--- src/sounder_pkg.sv ---
// Purpose: Shared constants and types for the sounder activation control block.
// Assumes: A 50 MHz clock; times are kept in seconds and minutes.
// Notes:   Mode encodings are internal to this design.
package sounder_pkg;

    // Clock rate and the one-second time base.
    localparam int unsigned CLK_HZ        = 50_000_000;
    localparam int unsigned TICK_SECONDS  = 1;
    localparam int unsigned TICK_CYCLES   = CLK_HZ * TICK_SECONDS;

    // Field widths and limits.
    localparam int unsigned TONE_W        = 5;
    localparam int unsigned INTERVAL_W    = 10;
    localparam int unsigned DELAY_MIN_W   = 4;
    localparam int unsigned SEC_W         = 10;
    localparam int unsigned INTERVAL_MAX  = 600;
    localparam int unsigned PREDELAY_MAX  = 10;
    localparam int unsigned SEC_PER_MIN   = 60;

    // Reset values: tones held as number minus one, so 27 is 5'h1A.
    localparam logic [4:0] ALARM_TONE_RST = 5'h1A;
    localparam logic [4:0] EVAC_TONE_RST  = 5'h1A;
    localparam logic [4:0] CLASS_TONE_RST = 5'h0A;

    // Global output mode.
    typedef enum logic [1:0] {
        per_device_mode,
        light_only_mode,
        sound_only_mode,
        sound_and_light_mode
    } out_mode_t;

    // Evacuation action after the pre-alarm delay.
    typedef enum logic [1:0] {
        evac_sound_and_light,
        evac_sound_only,
        evac_light_only
    } evac_mode_t;

    // Configuration from the panel.
    typedef struct packed {
        logic [4:0] alarm_tone;
        logic [4:0] evac_tone;
        logic [4:0] class_tone;
        logic [9:0] off_secs;
        logic [9:0] on_secs;
        logic       swap;
        out_mode_t  out_mode;
        evac_mode_t evac_mode;
        logic       zonal;
        logic [3:0] evacuation_predelay;
        logic       repeat_enable;
    } sounder_cfg_t;

    // Command issued to every addressable sounder.
    typedef struct packed {
        logic       active;
        logic       per_device;
        logic       sound;
        logic       light;
        logic       zone_restrict;
        logic [4:0] tone;
    } sounder_cmd_t;

endpackage : sounder_pkg

--- src/sounder_activation_control.sv ---
// Purpose: Decides how sounders are driven during alarm, evacuation and class change.
// Assumes: Events are one-cycle pulses from logic on clk; settings are static levels.
// Notes:   Tones are carried as number minus one (0 means tone 1, 31 means tone 32).
`timescale 1ns/1ps

module sounder_activation_control
    import sounder_pkg::*;
#(
    parameter int unsigned TICK_CYCLES_P = TICK_CYCLES
) (
    // Clock and reset.
    input  wire logic         clk,
    input  wire logic         arst_n,
    // Configuration and events.
    input  wire sounder_cfg_t cfg,
    input  wire logic         alarm_event,
    input  wire logic         class_change_event,
    input  wire logic         net_class_change,
    input  wire logic         system_reset,
    input  wire logic         silence_alarm,
    // Outputs to sounders and panel drivers.
    output sounder_cmd_t      sounder_cmd,
    output logic              panel_sounder_on,
    output logic              in_evacuation,
    output logic              cycle_on_phase
);

    typedef enum logic [1:0] {
        st_idle,
        st_predelay,
        st_evacuate,
        st_class_change
    } run_state_t;

    localparam int unsigned TICK_W = $clog2(TICK_CYCLES_P + 1);
    // How the block behaves, for whoever picks it up next.
    //
    // Time base.
    // A free-running counter divides clk down to one pulse a second.
    // The pulse is a single clock wide and is shared by every timer.
    // Sharing it means two timers that start in the same second end
    // in the same second, which keeps the cycle and the delay aligned.
    // The cost is up to one second of jitter on the first count,
    // because a timer may start just before or just after a pulse.
    // The divider is a parameter so a test can run with a short tick.
    //
    // Run states.
    // Idle: nothing is driven and the panel outputs are off.
    // Pre-alarm: an alarm arrived and the evacuation delay is running.
    // Evacuate: the delay expired, or was zero, and full evacuation runs.
    // Class change: a local or repeated network class change is sounding.
    // A stop, from a system reset or a silence command, returns to idle
    // from every state and takes priority over any event on that edge.
    // An alarm wins over a class change that is already sounding.
    // A class change is ignored while an alarm or evacuation is running
    // so that a drill can never mask a real fire.
    // An alarm during pre-alarm or evacuation is already being served.
    //
    // Pre-alarm delay.
    // The delay is set in whole minutes and counted in seconds.
    // Settings above ten minutes are clamped to ten minutes.
    // A setting of zero skips the pre-alarm and enters evacuation at once.
    // During the delay only sounders in alarmed zones are driven,
    // whatever the common or zonal setting says.
    // The alarm tone and the global output mode apply during the delay.
    //
    // Evacuation.
    // Evacuation uses its own tone and its own output mode.
    // Sound and light, and sound only, both switch the panel outputs on.
    // Light only keeps the panel outputs off.
    // The common setting drives every sounder; the zonal one restricts
    // the command to sounders in zones that are in alarm.
    // Evacuation lasts until a stop; there is no automatic end.
    //
    // Alert and evacuation cycle.
    // Two intervals, ON and OFF, each from one to six hundred seconds.
    // Larger settings are clamped to six hundred seconds.
    // The cycle runs only when both intervals are nonzero.
    // With either interval at zero the outputs are driven continuously.
    // In the OFF interval sounders give light only and the panel is off.
    // In the ON interval the selected mode applies unchanged.
    // The swap setting decides which interval comes first.
    // The phase counter is reloaded while no alarm is being served,
    // so every new alarm starts the cycle from its first interval.
    // It is also reloaded at every change of phase.
    // The cycle runs through the pre-alarm delay as well, so the first
    // evacuation phase need not be the first phase of the cycle.
    //
    // Global output mode.
    // Per-device: each sounder follows its own configured alarm mode,
    // and the block only raises the per-device flag in the command.
    // Light only: light on the sounders, panel outputs off.
    // Sound only: sound without light, panel outputs on.
    // Sound and light: both on the sounders, panel outputs on.
    // The mode is one setting for the whole system; it is never applied
    // per zone or per device by this block.
    //
    // Class change.
    // A class change sounds with the class-change tone, panel outputs on.
    // A repeated class change from the network is taken only when
    // repetition is enabled, and it uses this panel's own tone.
    // It lasts until a stop or until an alarm takes over.
    //
    // Tones.
    // Tones are carried as the tone number minus one, so that the
    // whole range of thirty-two tones fits in five bits.
    // The tone field is passed through; this block does not check it.
    //
    // Timing of the outputs.
    // An event is taken on the rising edge at which it is high.
    // The run state changes on that edge and the outputs follow on
    // the next one, so outputs lag an event by two edges in all.
    // Every output comes straight from a flip-flop, which keeps the
    // loop drivers free of glitches from the decoding logic.
    // The cost is one clock of extra latency, far below any audible limit.
    //
    // Inputs.
    // All events and settings come from logic on clk, so none of them
    // passes a synchroniser; a source on another clock must add one.
    // Settings are expected to stay static while an alarm is served.
    // Changing an interval mid-cycle takes effect at the next reload.
    // Changing the delay while it runs does not restart the count.
    //
    // Reset.
    // The asynchronous reset clears every output and returns to idle.
    // After release the first tick comes one full tick period later.
    // The ON/OFF phase resets to ON and is reloaded before any alarm.
    //
    // Limitations.
    // Zone membership is not known here; the zone-restrict flag tells
    // the loop side to apply it.
    // Voice evacuation panels are outside this block.
    // A stop held high keeps the block idle for as long as it stands.
    // Events arriving together follow the priority given above.
    // Nothing here silences a sounder other than a stop or reset.

    run_state_t             state;
    logic [TICK_W-1:0]      tick_cnt;
    logic                   tick;
    logic [SEC_W-1:0]       phase_left;
    logic [SEC_W-1:0]       delay_left;
    logic                   on_phase;
    logic                   alarm_seen;
    logic                   cycle_enabled;
    logic                   stop_req;
    logic                   class_req;
    logic [SEC_W-1:0]       predelay_secs;
    sounder_cmd_t           next_cmd;
    logic                   next_panel;

    // Clamp a programmed interval to its documented range.
    function automatic logic [SEC_W-1:0] clamp_interval(input logic [9:0] v);
        if (v > INTERVAL_W'(INTERVAL_MAX)) begin
            clamp_interval = SEC_W'(INTERVAL_MAX);
        end else begin
            clamp_interval = v;
        end
    endfunction : clamp_interval

    assign cycle_enabled = (cfg.on_secs != 10'h000) && (cfg.off_secs != 10'h000);
    assign stop_req      = system_reset || silence_alarm;
    assign class_req     = class_change_event || (net_class_change && cfg.repeat_enable);
    // Minutes are clamped to ten, so the seconds count never exceeds 600.
    assign predelay_secs = (cfg.evacuation_predelay > DELAY_MIN_W'(PREDELAY_MAX))
                         ? SEC_W'(PREDELAY_MAX * SEC_PER_MIN)
                         : SEC_W'(cfg.evacuation_predelay) * SEC_W'(SEC_PER_MIN);

    // One-second time base shared by the cycle and the pre-alarm delay.
    always_ff @(posedge clk or negedge arst_n) begin
        if (!arst_n) begin
            tick_cnt <= '0;
            tick     <= 1'b0;
        end else if (tick_cnt == TICK_W'(TICK_CYCLES_P - 1)) begin
            tick_cnt <= '0;
            tick     <= 1'b1;
        end else begin
            tick_cnt <= tick_cnt + 1'b1;
            tick     <= 1'b0;
        end
    end

    // Run state: idle, pre-alarm, evacuation, class change.
    always_ff @(posedge clk or negedge arst_n) begin
        if (!arst_n) begin
            state      <= st_idle;
            delay_left <= '0;
            alarm_seen <= 1'b0;
        end else if (stop_req) begin
            state      <= st_idle;
            delay_left <= '0;
            alarm_seen <= 1'b0;
        end else begin
            case (state)
                st_idle: begin
                    if (alarm_event) begin
                        alarm_seen <= 1'b1;
                        delay_left <= predelay_secs;
                        state      <= (predelay_secs == '0) ? st_evacuate : st_predelay;
                    end else if (class_req) begin
                        state <= st_class_change;
                    end
                end
                st_predelay: begin
                    if (tick) begin
                        if (delay_left <= SEC_W'(1)) begin
                            delay_left <= '0;
                            state      <= st_evacuate;
                        end else begin
                            delay_left <= delay_left - 1'b1;
                        end
                    end
                end
                st_evacuate: begin
                    state <= st_evacuate;
                end
                st_class_change: begin
                    // An alarm takes priority over a running class change.
                    if (alarm_event) begin
                        alarm_seen <= 1'b1;
                        delay_left <= predelay_secs;
                        state      <= (predelay_secs == '0) ? st_evacuate : st_predelay;
                    end
                end
                default: state <= st_idle;
            endcase
        end
    end

    // ON/OFF cycle; each phase change reloads the interval counter.
    always_ff @(posedge clk or negedge arst_n) begin
        if (!arst_n) begin
            on_phase   <= 1'b1;
            phase_left <= '0;
        end else if (stop_req || !alarm_seen || !cycle_enabled) begin
            on_phase   <= !cfg.swap;
            phase_left <= cfg.swap ? clamp_interval(cfg.off_secs)
                                   : clamp_interval(cfg.on_secs);
        end else if (tick) begin
            if (phase_left <= SEC_W'(1)) begin
                on_phase   <= !on_phase;
                phase_left <= on_phase ? clamp_interval(cfg.off_secs)
                                       : clamp_interval(cfg.on_secs);
            end else begin
                phase_left <= phase_left - 1'b1;
            end
        end
    end

    // Build the sounder command for the current state and phase.
    always_comb begin
        next_cmd   = '0;
        next_panel = 1'b0;
        case (state)
            st_predelay, st_evacuate: begin
                next_cmd.active = 1'b1;
                // Pre-alarm and zonal activation restrict to alarmed zones.
                next_cmd.zone_restrict = (state == st_predelay) || cfg.zonal;
                if (state == st_predelay) begin
                    next_cmd.tone = cfg.alarm_tone;
                    case (cfg.out_mode)
                        per_device_mode: next_cmd.per_device = 1'b1;
                        light_only_mode: next_cmd.light = 1'b1;
                        sound_only_mode: begin
                            next_cmd.sound = 1'b1;
                            next_panel     = 1'b1;
                        end
                        default: begin
                            next_cmd.sound = 1'b1;
                            next_cmd.light = 1'b1;
                            next_panel     = 1'b1;
                        end
                    endcase
                end else begin
                    next_cmd.tone = cfg.evac_tone;
                    case (cfg.evac_mode)
                        evac_sound_only: begin
                            next_cmd.sound = 1'b1;
                            next_panel     = 1'b1;
                        end
                        evac_light_only: next_cmd.light = 1'b1;
                        default: begin
                            next_cmd.sound = 1'b1;
                            next_cmd.light = 1'b1;
                            next_panel     = 1'b1;
                        end
                    endcase
                end
                // OFF phase overrides to light only; continuous when cycle disabled.
                if (cycle_enabled && !on_phase) begin
                    next_cmd.per_device = 1'b0;
                    next_cmd.sound      = 1'b0;
                    next_cmd.light      = 1'b1;
                    next_panel          = 1'b0;
                end
            end
            st_class_change: begin
                next_cmd.active = 1'b1;
                next_cmd.sound  = 1'b1;
                next_cmd.tone   = cfg.class_tone;
                next_panel      = 1'b1;
            end
            default: begin
                next_cmd   = '0;
                next_panel = 1'b0;
            end
        endcase
    end

    // Registered outputs.
    always_ff @(posedge clk or negedge arst_n) begin
        if (!arst_n) begin
            sounder_cmd      <= '0;
            panel_sounder_on <= 1'b0;
            in_evacuation    <= 1'b0;
            cycle_on_phase   <= 1'b0;
        end else begin
            sounder_cmd      <= next_cmd;
            panel_sounder_on <= next_panel;
            in_evacuation    <= (state == st_evacuate);
            cycle_on_phase   <= on_phase && alarm_seen;
        end
    end

endmodule : sounder_activation_control

--- config.mk ---
export PLATFORM = sky130hd
export DESIGN_NAME = sounder_activation_control
export DESIGN_NICKNAME = d
export VERILOG_FILES = /design/src/sounder_pkg.sv /design/src/sounder_activation_control.sv
export SDC_FILE = /design/constraint.sdc
export NUM_CORES = 1
export LEC_CHECK = 0
export ABC_AREA = 1
export BUFFER_PORTS_ARGS = -buffer_cell sky130_fd_sc_hd__buf_2
export CORE_AREA = 5 5 97 99
export DETAILED_ROUTE_END_ITERATION = 8
export DIE_AREA = 0 0 102 104
export PLACE_DENSITY = 0.77
export SLEW_MARGIN = 5
export SYNTH_ARGS = -nofsm -noshare
export SYNTH_HDL_FRONTEND = slang
export SYNTH_SLANG_ARGS = --single-unit
--- constraint.sdc ---
create_clock -name clk -period 3.6 [get_ports clk]
set_input_delay 0.18 -clock clk [delete_from_list [all_inputs] [get_ports clk]]
set_output_delay 0.18 -clock clk [all_outputs]
set_load 0.005 [all_outputs]
Yosys cells after proc, flatten, opt, wreduce, memory -nomap -nowiden:

Index checks and enable logic that the tools add are counted.

* flip-flop bits (word level): 64
* input port bits: 53
* output and inout bits: 13
* logic and storage cells: 116

* $add $sub $neg: 3
* $mul: 1
* magnitude comparators: 5
* equality and inequality tests: 13
* muxes and demuxes: 46
* reduce and logical (&&, ||, !) cells: 32

Operators with widths (count)
* two-way mux 10 bit: 12
* adder 26 x 1 -> 26 bit (second input constant): 1
* == test 26 bit (second input constant): 1
* two-way mux 26 bit: 1
* > comparator 10 bit (second input constant): 2
* <= comparator 10 x 1 -> 1 bit (second input constant): 2
* one-hot mux 10 bit (2 select lines): 1
* nonzero test 10 bit: 2
* subtractor 10 x 1 -> 10 bit (second input constant): 2
* two-way mux 2 bit: 9
* two-way mux 1 bit: 17
* zero test 10 bit: 1
* one-hot mux 5 bit (2 select lines): 1
* inequality test 3 bit (second input constant): 3
* == test 2 bit (second input constant): 4
* multiplier 4 x 4 -> 8 bit (second input constant): 1
* one-hot mux 2 bit (4 select lines): 1
* nonzero test 2 bit: 4
* OR reduction 2 bit: 4
* == test 2 x 1 -> 1 bit (second input constant): 3
* logical OR 1 bit: 5
* two-way mux 5 bit: 1
* > comparator 4 bit (second input constant): 1
* logical AND 1 bit: 4
* 11 further kinds: 17

Longest topological paths before layout:

Gate-level depths: netlist of the first run.

* word-level depth: 7
* mapped depth: 17
* gate-level depth less buffers: 17

Worst setup path after synthesis of the first run:

No wires, ideal clock.

* path type: input to register
* start point: input port cfg[1] in the netlist's numbering
* end point: register state[1]
* setup time: 117 ps
* arrival: 2303 ps
* data required time: 3483 ps
* slack: 1181 ps
* stages: 15
* path buffers: 0
* cells stage by stage: fa_1 fa_1 inv_1 fa_1 inv_1 nand3_1 nand2_1 xor2_1 nand2_1 nand2_1 nor2_1 nand2_1 nand2_1 nand2_1 nand2_1

* cells in the longest elaborated chain, start to end: 7
* elaborated cells between the ends (all ways): 9
* classes of those cells: 1 x mul; 1 x order compare; 6 x mux; 1 x reduce/logical

Ends and longest elaborated chain
* start: declaration: line sounder_activation_control.sv:15 `input wire sounder_cfg_t cfg,`
* multiplier 4 x 4 -> 8 bit or > comparator 4 bit (tied branches): line sounder_activation_control.sv:166, sounder_activation_control.sv:164
* two-way mux 10 bit *: line sounder_activation_control.sv:165 `? SEC_W'(PREDELAY_MAX * SEC_PER_MIN)`
* zero test 10 bit *: line sounder_activation_control.sv:198, sounder_activation_control.sv:221
* two-way mux 2 bit *: line sounder_activation_control.sv:198, sounder_activation_control.sv:221
* two-way mux 2 bit (on tied branches): line sounder_activation_control.sv:218, sounder_activation_control.sv:195
* one-hot mux 2 bit (4 select lines) *: line sounder_activation_control.sv:193 `case (state)`
* two-way mux 2 bit *: line sounder_activation_control.sv:188 `end else if (stop_req) begin`
* end signal: assignment: line sounder_activation_control.sv:189 `state <= st_idle;`
* end signal: assignment: line sounder_activation_control.sv:198 `state <= (predelay_secs == '0) ? st_evacuate : st_predelay;`
* end signal: assignment: line sounder_activation_control.sv:221 `state <= (predelay_secs == '0) ? st_evacuate : st_predelay;`
* end: declaration: line sounder_activation_control.sv:137 `run_state_t state;`

Every way passes the cells marked *; elsewhere a longest branch is shown, timed or not. The select of a mux whose other input is x is not followed.
A chain may end at the register's enable or synchronous reset.

Worst setup path in the final report of the first run:

Ends and elaborated chain as after synthesis.

==> flow_summary.toml, run 1 <==
[yosys]
synth_area_leaders = "dfrtp_1 32%, nand2_1 13%, inv_1 7.9%"
yosys_register_bits = 63
syn-cell-area_sq_um = 4925
syn_avg_cell_area_sq_um = 6.936
yosysTopAreaCell = "dfrtp_1"
syn_nets = 791
synthCells = 710
async_reset_ff_share_pct = 100.0
ys_warn_count = 0
synth_top_area_share_pct = 31.50
yosysMostFrequentCell = "nand2_1"
ys_types = 41
synth-edff-count = 0
ys_seq_area_share_pct = 32.04
synthTopCellsByCount = "171 x nand2_1, 104 x inv_1, 103 x nor2_1, 62 x dfrtp_1, 51 x nand3_1"
synth-main-ff-cell = "dfrtp_1"

[timing]
grt_setup_unrepaired = "false"
setup_viol = 0
final.setup_skew_ns = 0.01224
post-route-period-util_pct = 66.91
hold_viol = 15
max-slew-margin-rel_pct = 34.70
whs_ns = -0.008610
tightest_slew_ns = 0.9796
fin_tns_setup_ns = 0
post-route-worst-setup-slack_ns = 1.191
finalMaxSlewViolations = 0
min_period_ns = 2.409
fmax_mhz = 415.2

[die]
die_area_sq_um = 10610
rows = 34
ioPinCount = 66
coreArea_sq_um = 8466
initial_core_util_pct = 58.17
fp.dieW_um = 102
die_y_um = 104

[routing]
met3_length_um = 581
wl_met1_mm = 5.488
met2_wirelength_mm = 6.031
drt-initial-drc-count = 266
dr.max_layer_used = "met4"
wire_per_inst_um = 13.88
finalWirelength_mm = 12.41
ant_nets = 0
vias_per_cell = 5.391
dr.pass1.iters = 5
via_count = 4820
drc = 0

[global_route]
antenna_found_initial = 0
grt_usage_pct = 23.73
grt_pass1_wl_mm = 20.51
grt_overflow = 0
grt_start_max_net_pins = 44
grt_pass1_vias = 4525

[cts]
clk_path_buf_depth = 2
clock_latency_ns = 0.35
clock_sinks = 63
postCtsSetupBuffers = 0
cts_buffers = 9
cts-htree-levels = 3
clk_pin_slew_ns = 0.07
clockRootBuffer = "clkbuf_8"
cts_tree = "yes"

[critical_path]
cp.arrival_ns = 2.64
cpMaxStageDelayCell = "fa_1"
start_kind = "primary input"
path_buf_inv = 3
path_max_fanout = 3
endpoint_kind = "flip-flop"
cp.required_ns = 3.83
path_cells = "buf_2 -> fa_1 -> fa_1 -> inv_1 -> fa_1 -> inv_1 -> nand3_1 -> nand2_1 -> xor2_1 -> nand2_1 -> nand2_1 -> nor2_1 -> nand2_1 -> nand2_1 -> nand2_1 -> nand2_1"
crit_family = "adder cells"
max_stage_delay_ns = 0.54
worstSetupPathType = "in2reg"
crit_top_cell = "nand2_1"

[power]
p_leak_nw = 2.885
power.ir.vdd_worst_mv = 0.2385
power_density_nw_per_um2 = 339.1

[layout]
drive_gt1_share_pct = 14.76
syn_to_final_growth_pct = 12.53
num-fill-cells = 769
num_antenna_cells = 0
fin_area_sq_um = 5542
final_util_pct = 65.46
fin_cells = 894
layout.nets = 862

[place]
post-place-cells = 877
place_hpwl_mm = 9.734
place_ws_ns = 0.8736
placed_area_sq_um = 5365
portBuffers = 65
gp_congestion = 0.9205

[hold_path]
hp-class = "in2async"

[status]
violations = "hold timing"
status = "finished, violations left"

[job]
drv_cap = 0
-- final cells by class --
type / count / area (sq um) / share of cell area, %
clock buffer: 11 / 131.4 / 2.371
clock inverter: 5 / 35.03 / 0.6322
inverter: 111 / 421.7 / 7.609
multi-input combinational: 528 / 2890 / 52.16
sequential: 63 / 1578 / 28.47
tap: 108 / 135.1 / 2.438
timing repair buffer: 68 / 350.3 / 6.322
-- stage by stage --
step           total power [mW]  hold WS [ns]
2_1_floorplan             1.171       -0.1156
3_3_place_gp              1.326        0.3686
3_5_place_dp              1.342        0.3784
4_1_cts                   1.888      0.009671
5_1_grt                   2.003      0.006899
6_report                  1.879     -0.008610
-- power by group --
part / internal [mW] / total (mW) / switching [mW]
Sequential: 0.750 / 0.782 / 0.0317
Combinational: 0.200 / 0.555 / 0.355
Clock: 0.250 / 0.542 / 0.292
-- logic make-up (layout without fill, tap and decap cells) --
group                    Yosys count  after routing  synth area share, %
AO/OA/AOI/OAI                     82             82                9.147
XOR/XNOR                          31             31                5.513
adder cells (fa/ha/maj)           28             28                7.876
buffers and inverters            119            195                9.273
flip-flops                        63             63                32.04
AND/OR/NAND/NOR                  387            387                36.15
-- registers in the layout, summed over array words and instances (netlist names) --
name,flops
delay_left,10
cycle_on_phase,1
alarm_seen,1
tick_cnt,26
sounder_cmd,9
phase_left,10
state,2
tick,1
on_phase,1
in_evacuation,1
panel_sounder_on,1
-- placed cells by master, fill, tap and decap left out, types with 4 or more instances in the layout --
cell type / synthesis / routed
ha_1: 23 / 23
o21ai_0: 33 / 33
o22ai_1: 9 / 9
clkbuf_8: 0 / 9
buf_2: 1 / 65
fa_1: 5 / 5
nor2_4: 4 / 4
nand3_1: 51 / 51
o211ai_1: 4 / 4
nor2_1: 103 / 103
nand2_1: 171 / 171
a21oi_1: 26 / 26
nand4_1: 16 / 16
dfrtp_1: 62 / 62
xnor2_1: 4 / 4
inv_2: 5 / 5
nor2_2: 7 / 7
inv_1: 104 / 104
nor3_1: 13 / 13
xor2_1: 27 / 27
-- per-layer routing --
layer,global-route usage (%),vias up
li1,-,2415
met1,31.14,2243
met2,39.37,134
met3,3.756,28
met4,8.154,0
met5,0,-
-- timing repair --
action	4_1_cts	5_1_grt
resized for setup	0	0
hold buffers	0	1
hold endpoints to repair	0	1
-- worst paths after layout --
path / startpoint / to / slack (ns) / cells after the start
min: arst_n / sounder_cmd[6] / -0.009 / 1
max: cfg[1] / state[1] / 1.19 / 16
max reg2reg: state[0] / delay_left[3] / 1.27 / 10
min in group clk: cfg[9] / sounder_cmd[8] / 0.03 / 2
max in group asynchronous: arst_n / tick_cnt[0] / 2.89 / 2
min reg2reg: alarm_seen / cycle_on_phase / 0.51 / 2
Note: power is estimated with default switching activity, not from simulation.
==> inputs of run 2 (changes only) <==
--- a/config.mk
+++ b/config.mk
@@ -7,10 +7,10 @@
 export LEC_CHECK = 0
 export ABC_AREA = 1
 export BUFFER_PORTS_ARGS = -buffer_cell sky130_fd_sc_hd__buf_2
-export CORE_AREA = 5 5 97 99
+export CORE_AREA = 5 5 98 100
 export DETAILED_ROUTE_END_ITERATION = 8
-export DIE_AREA = 0 0 102 104
-export PLACE_DENSITY = 0.77
+export DIE_AREA = 0 0 103 105
+export PLACE_DENSITY = 0.76
 export SLEW_MARGIN = 5
 export SYNTH_ARGS = -nofsm -noshare
 export SYNTH_HDL_FRONTEND = slang
==> constraint.sdc (replaced) <==
create_clock -name clk -period 2.4 [get_ports clk]
set_input_delay 0.12 -clock clk [delete_from_list [all_inputs] [get_ports clk]]
set_output_delay 0.12 -clock clk [all_outputs]
set_load 0.005 [all_outputs]
==> run 2 against run 1 <==
Effect of this change:
- the flow now finishes without violations
- register-to-register slack worse by 1.0 ns
- worst setup slack worse by 1.0 ns
- die area is 2.0% higher
- cell area is 4.2% higher
- worst hold slack better by 0.034 ns
- non-clock buffer count is 19 higher
- critical path depth stayed put
- count of clock-buffer cells in the layout is 1 higher
- largest power group unchanged
==> flow_summary.toml, run 2 (synthesized netlist as in run 1, its figures left out) <==
[status]
status = "finished clean"

[layout]
syn_to_final_growth_pct = 17.28
num_antenna_cells = 0
final_cell_mix = "171 x nand2_1, 103 x inv_1, 102 x nor2_1, 64 x buf_2, 62 x dfrtp_1"
top_regs = "tick_cnt (26), delay_left (10), phase_left (10)"
drive_gt1_share_pct = 17.27
top_register = "tick_cnt"
largest_reg_flops = 26
layout.nets = 881
final_common_cell = "nand2_1"

[cts]
cts-htree-levels = 3
clk_pin_slew_ns = 0.08
cts_tree = "yes"
clockRootBuffer = "clkbuf_8"
clock_latency_ns = 0.34
postCtsSetupBuffers = 0
clock_sinks = 63
clk_path_buf_depth = 2
cts_buffers = 9

[place]
gp_congestion = 0.9301
portBuffers = 65
place_hpwl_mm = 9.964
place_ws_ns = -0.2293

[routing]
vias_per_cell = 5.415
dr.pass1.iters = 7
via_count = 4944
drc = 0
wire_per_inst_um = 14.06
ant_nets = 0
finalWirelength_mm = 12.83
drt-initial-drc-count = 279

[global_route]
grt_pass1_vias = 4681
grt_start_max_net_pins = 27
antenna_found_initial = 0
grt_pass1_wl_mm = 21.29
grt_overflow = 0
grt_usage_pct = 24.28

[hold_path]
holdPathEnd = "sounder_cmd[5]"
worstHoldStart = "cfg[5]"
min_path_cells = 3
hp-class = "in2reg"

[critical_path]
r2r_end = "delay_left[4]"
r2r-start = "state[0]"
max_stage_delay_ns = 0.58
worstSetupPathType = "in2reg"
worstRegToRegCells = 10
path_buf_inv = 3
start_kind = "primary input"
path_max_fanout = 4
crit_top_cell = "nand2_1"
crit_family = "adder cells"
cp.arrival_ns = 2.49
cp.required_ns = 2.64
path_cells = "buf_4 -> fa_2 -> fa_1 -> inv_1 -> fa_2 -> inv_2 -> nand3_1 -> nand2_1 -> xor2_1 -> nand2_1 -> nand2_1 -> nor2_1 -> nand2_1 -> nand2_1 -> nand2_1 -> nand2_1"
cpMaxStageDelayCell = "fa_1"
endpoint_kind = "flip-flop"
reg2reg_slack_ns = 0.25

[timing]
tightest_slew_ns = 0.6069
fmax_mhz = 443.0
grt_setup_unrepaired = "false"
post-route-worst-setup-slack_ns = 0.1427
setup_viol = 0
max-slew-margin-rel_pct = 59.54
final.setup_skew_ns = 0.01170
finalMaxSlewViolations = 0
post-route-period-util_pct = 94.05
fin_tns_setup_ns = 0
hold_viol = 0
min_period_ns = 2.257

[power]
power.ir.vdd_worst_mv = 0.3752
p_leak_nw = 3.005
power_density_nw_per_um2 = 546.1

[die]
rows = 34
fp.dieW_um = 103
die_y_um = 105
initial_core_util_pct = 57.31
ioPinCount = 66
coreArea_sq_um = 8593
die_area_sq_um = 10820

[job]
drv_cap = 0
run 2: layout make-up:
type / count / area [sq um]
clock inverter: 4 / 77.57
timing repair buffer: 87 / 500.5
inverter: 111 / 421.7
sequential: 63 / 1578
multi-input combinational: 528 / 2918
fill: 758 / 2818
clock buffer: 12 / 145.1
tap: 108 / 135.1
run 2: power breakdown:
group	switching [mW]	total [mW]	internal (mW)	leakage (nW)
Combinational	0.563	0.919	0.356	2.06
Sequential	0.0474	1.17	1.13	0.833
Clock	0.442	1.06	0.620	0.111
run 2: how the worst max path moves through the flow:
stage | start | endpoint | cells after the start
after floorplan | cfg[1] | state[1] | 15
after global placement | cfg[1] | state[1] | 16
after detailed placement | cfg[1] | state[1] | 16
after CTS | cfg[1] | state[1] | 16
after global routing | cfg[2] | state[1] | 16
final | cfg[3] | state[1] | 16
run 2: what timing repair did:
action                     CTS  global route
gates resized for setup      0             9
setup endpoints to repair    0             4
hold buffers                 3             0
hold endpoints to repair    24             0
run 2: metrics by stage:
stage	instance area (sq um)	cells	hold WS, ns	util [%]	total power [mW]
global placement	5493	894	0.1648	63.92	2.038
finish	5776	913	0.02531	67.21	3.154
floorplan	4925	710	-0.1756	-	1.756
CTS	5746	913	0.01522	66.86	3.149
detailed placement	5493	894	0.1749	63.92	2.067
global route	5776	913	0.04788	67.21	3.353
run 2: metal layers:
metal  global-route usage, %  vias up  wire, um
met5                       0        -         0
met4                   8.233        0       252
met3                   2.998       20       780
met2                   39.64      173      6310
met1                   33.05     2307      5490
li1                        -     2444         -
run 2: worst min-delay path: stages:
cell and delay [ns]:
buf_2 0.08, nor2_1 0.04, nor2_1 0.08
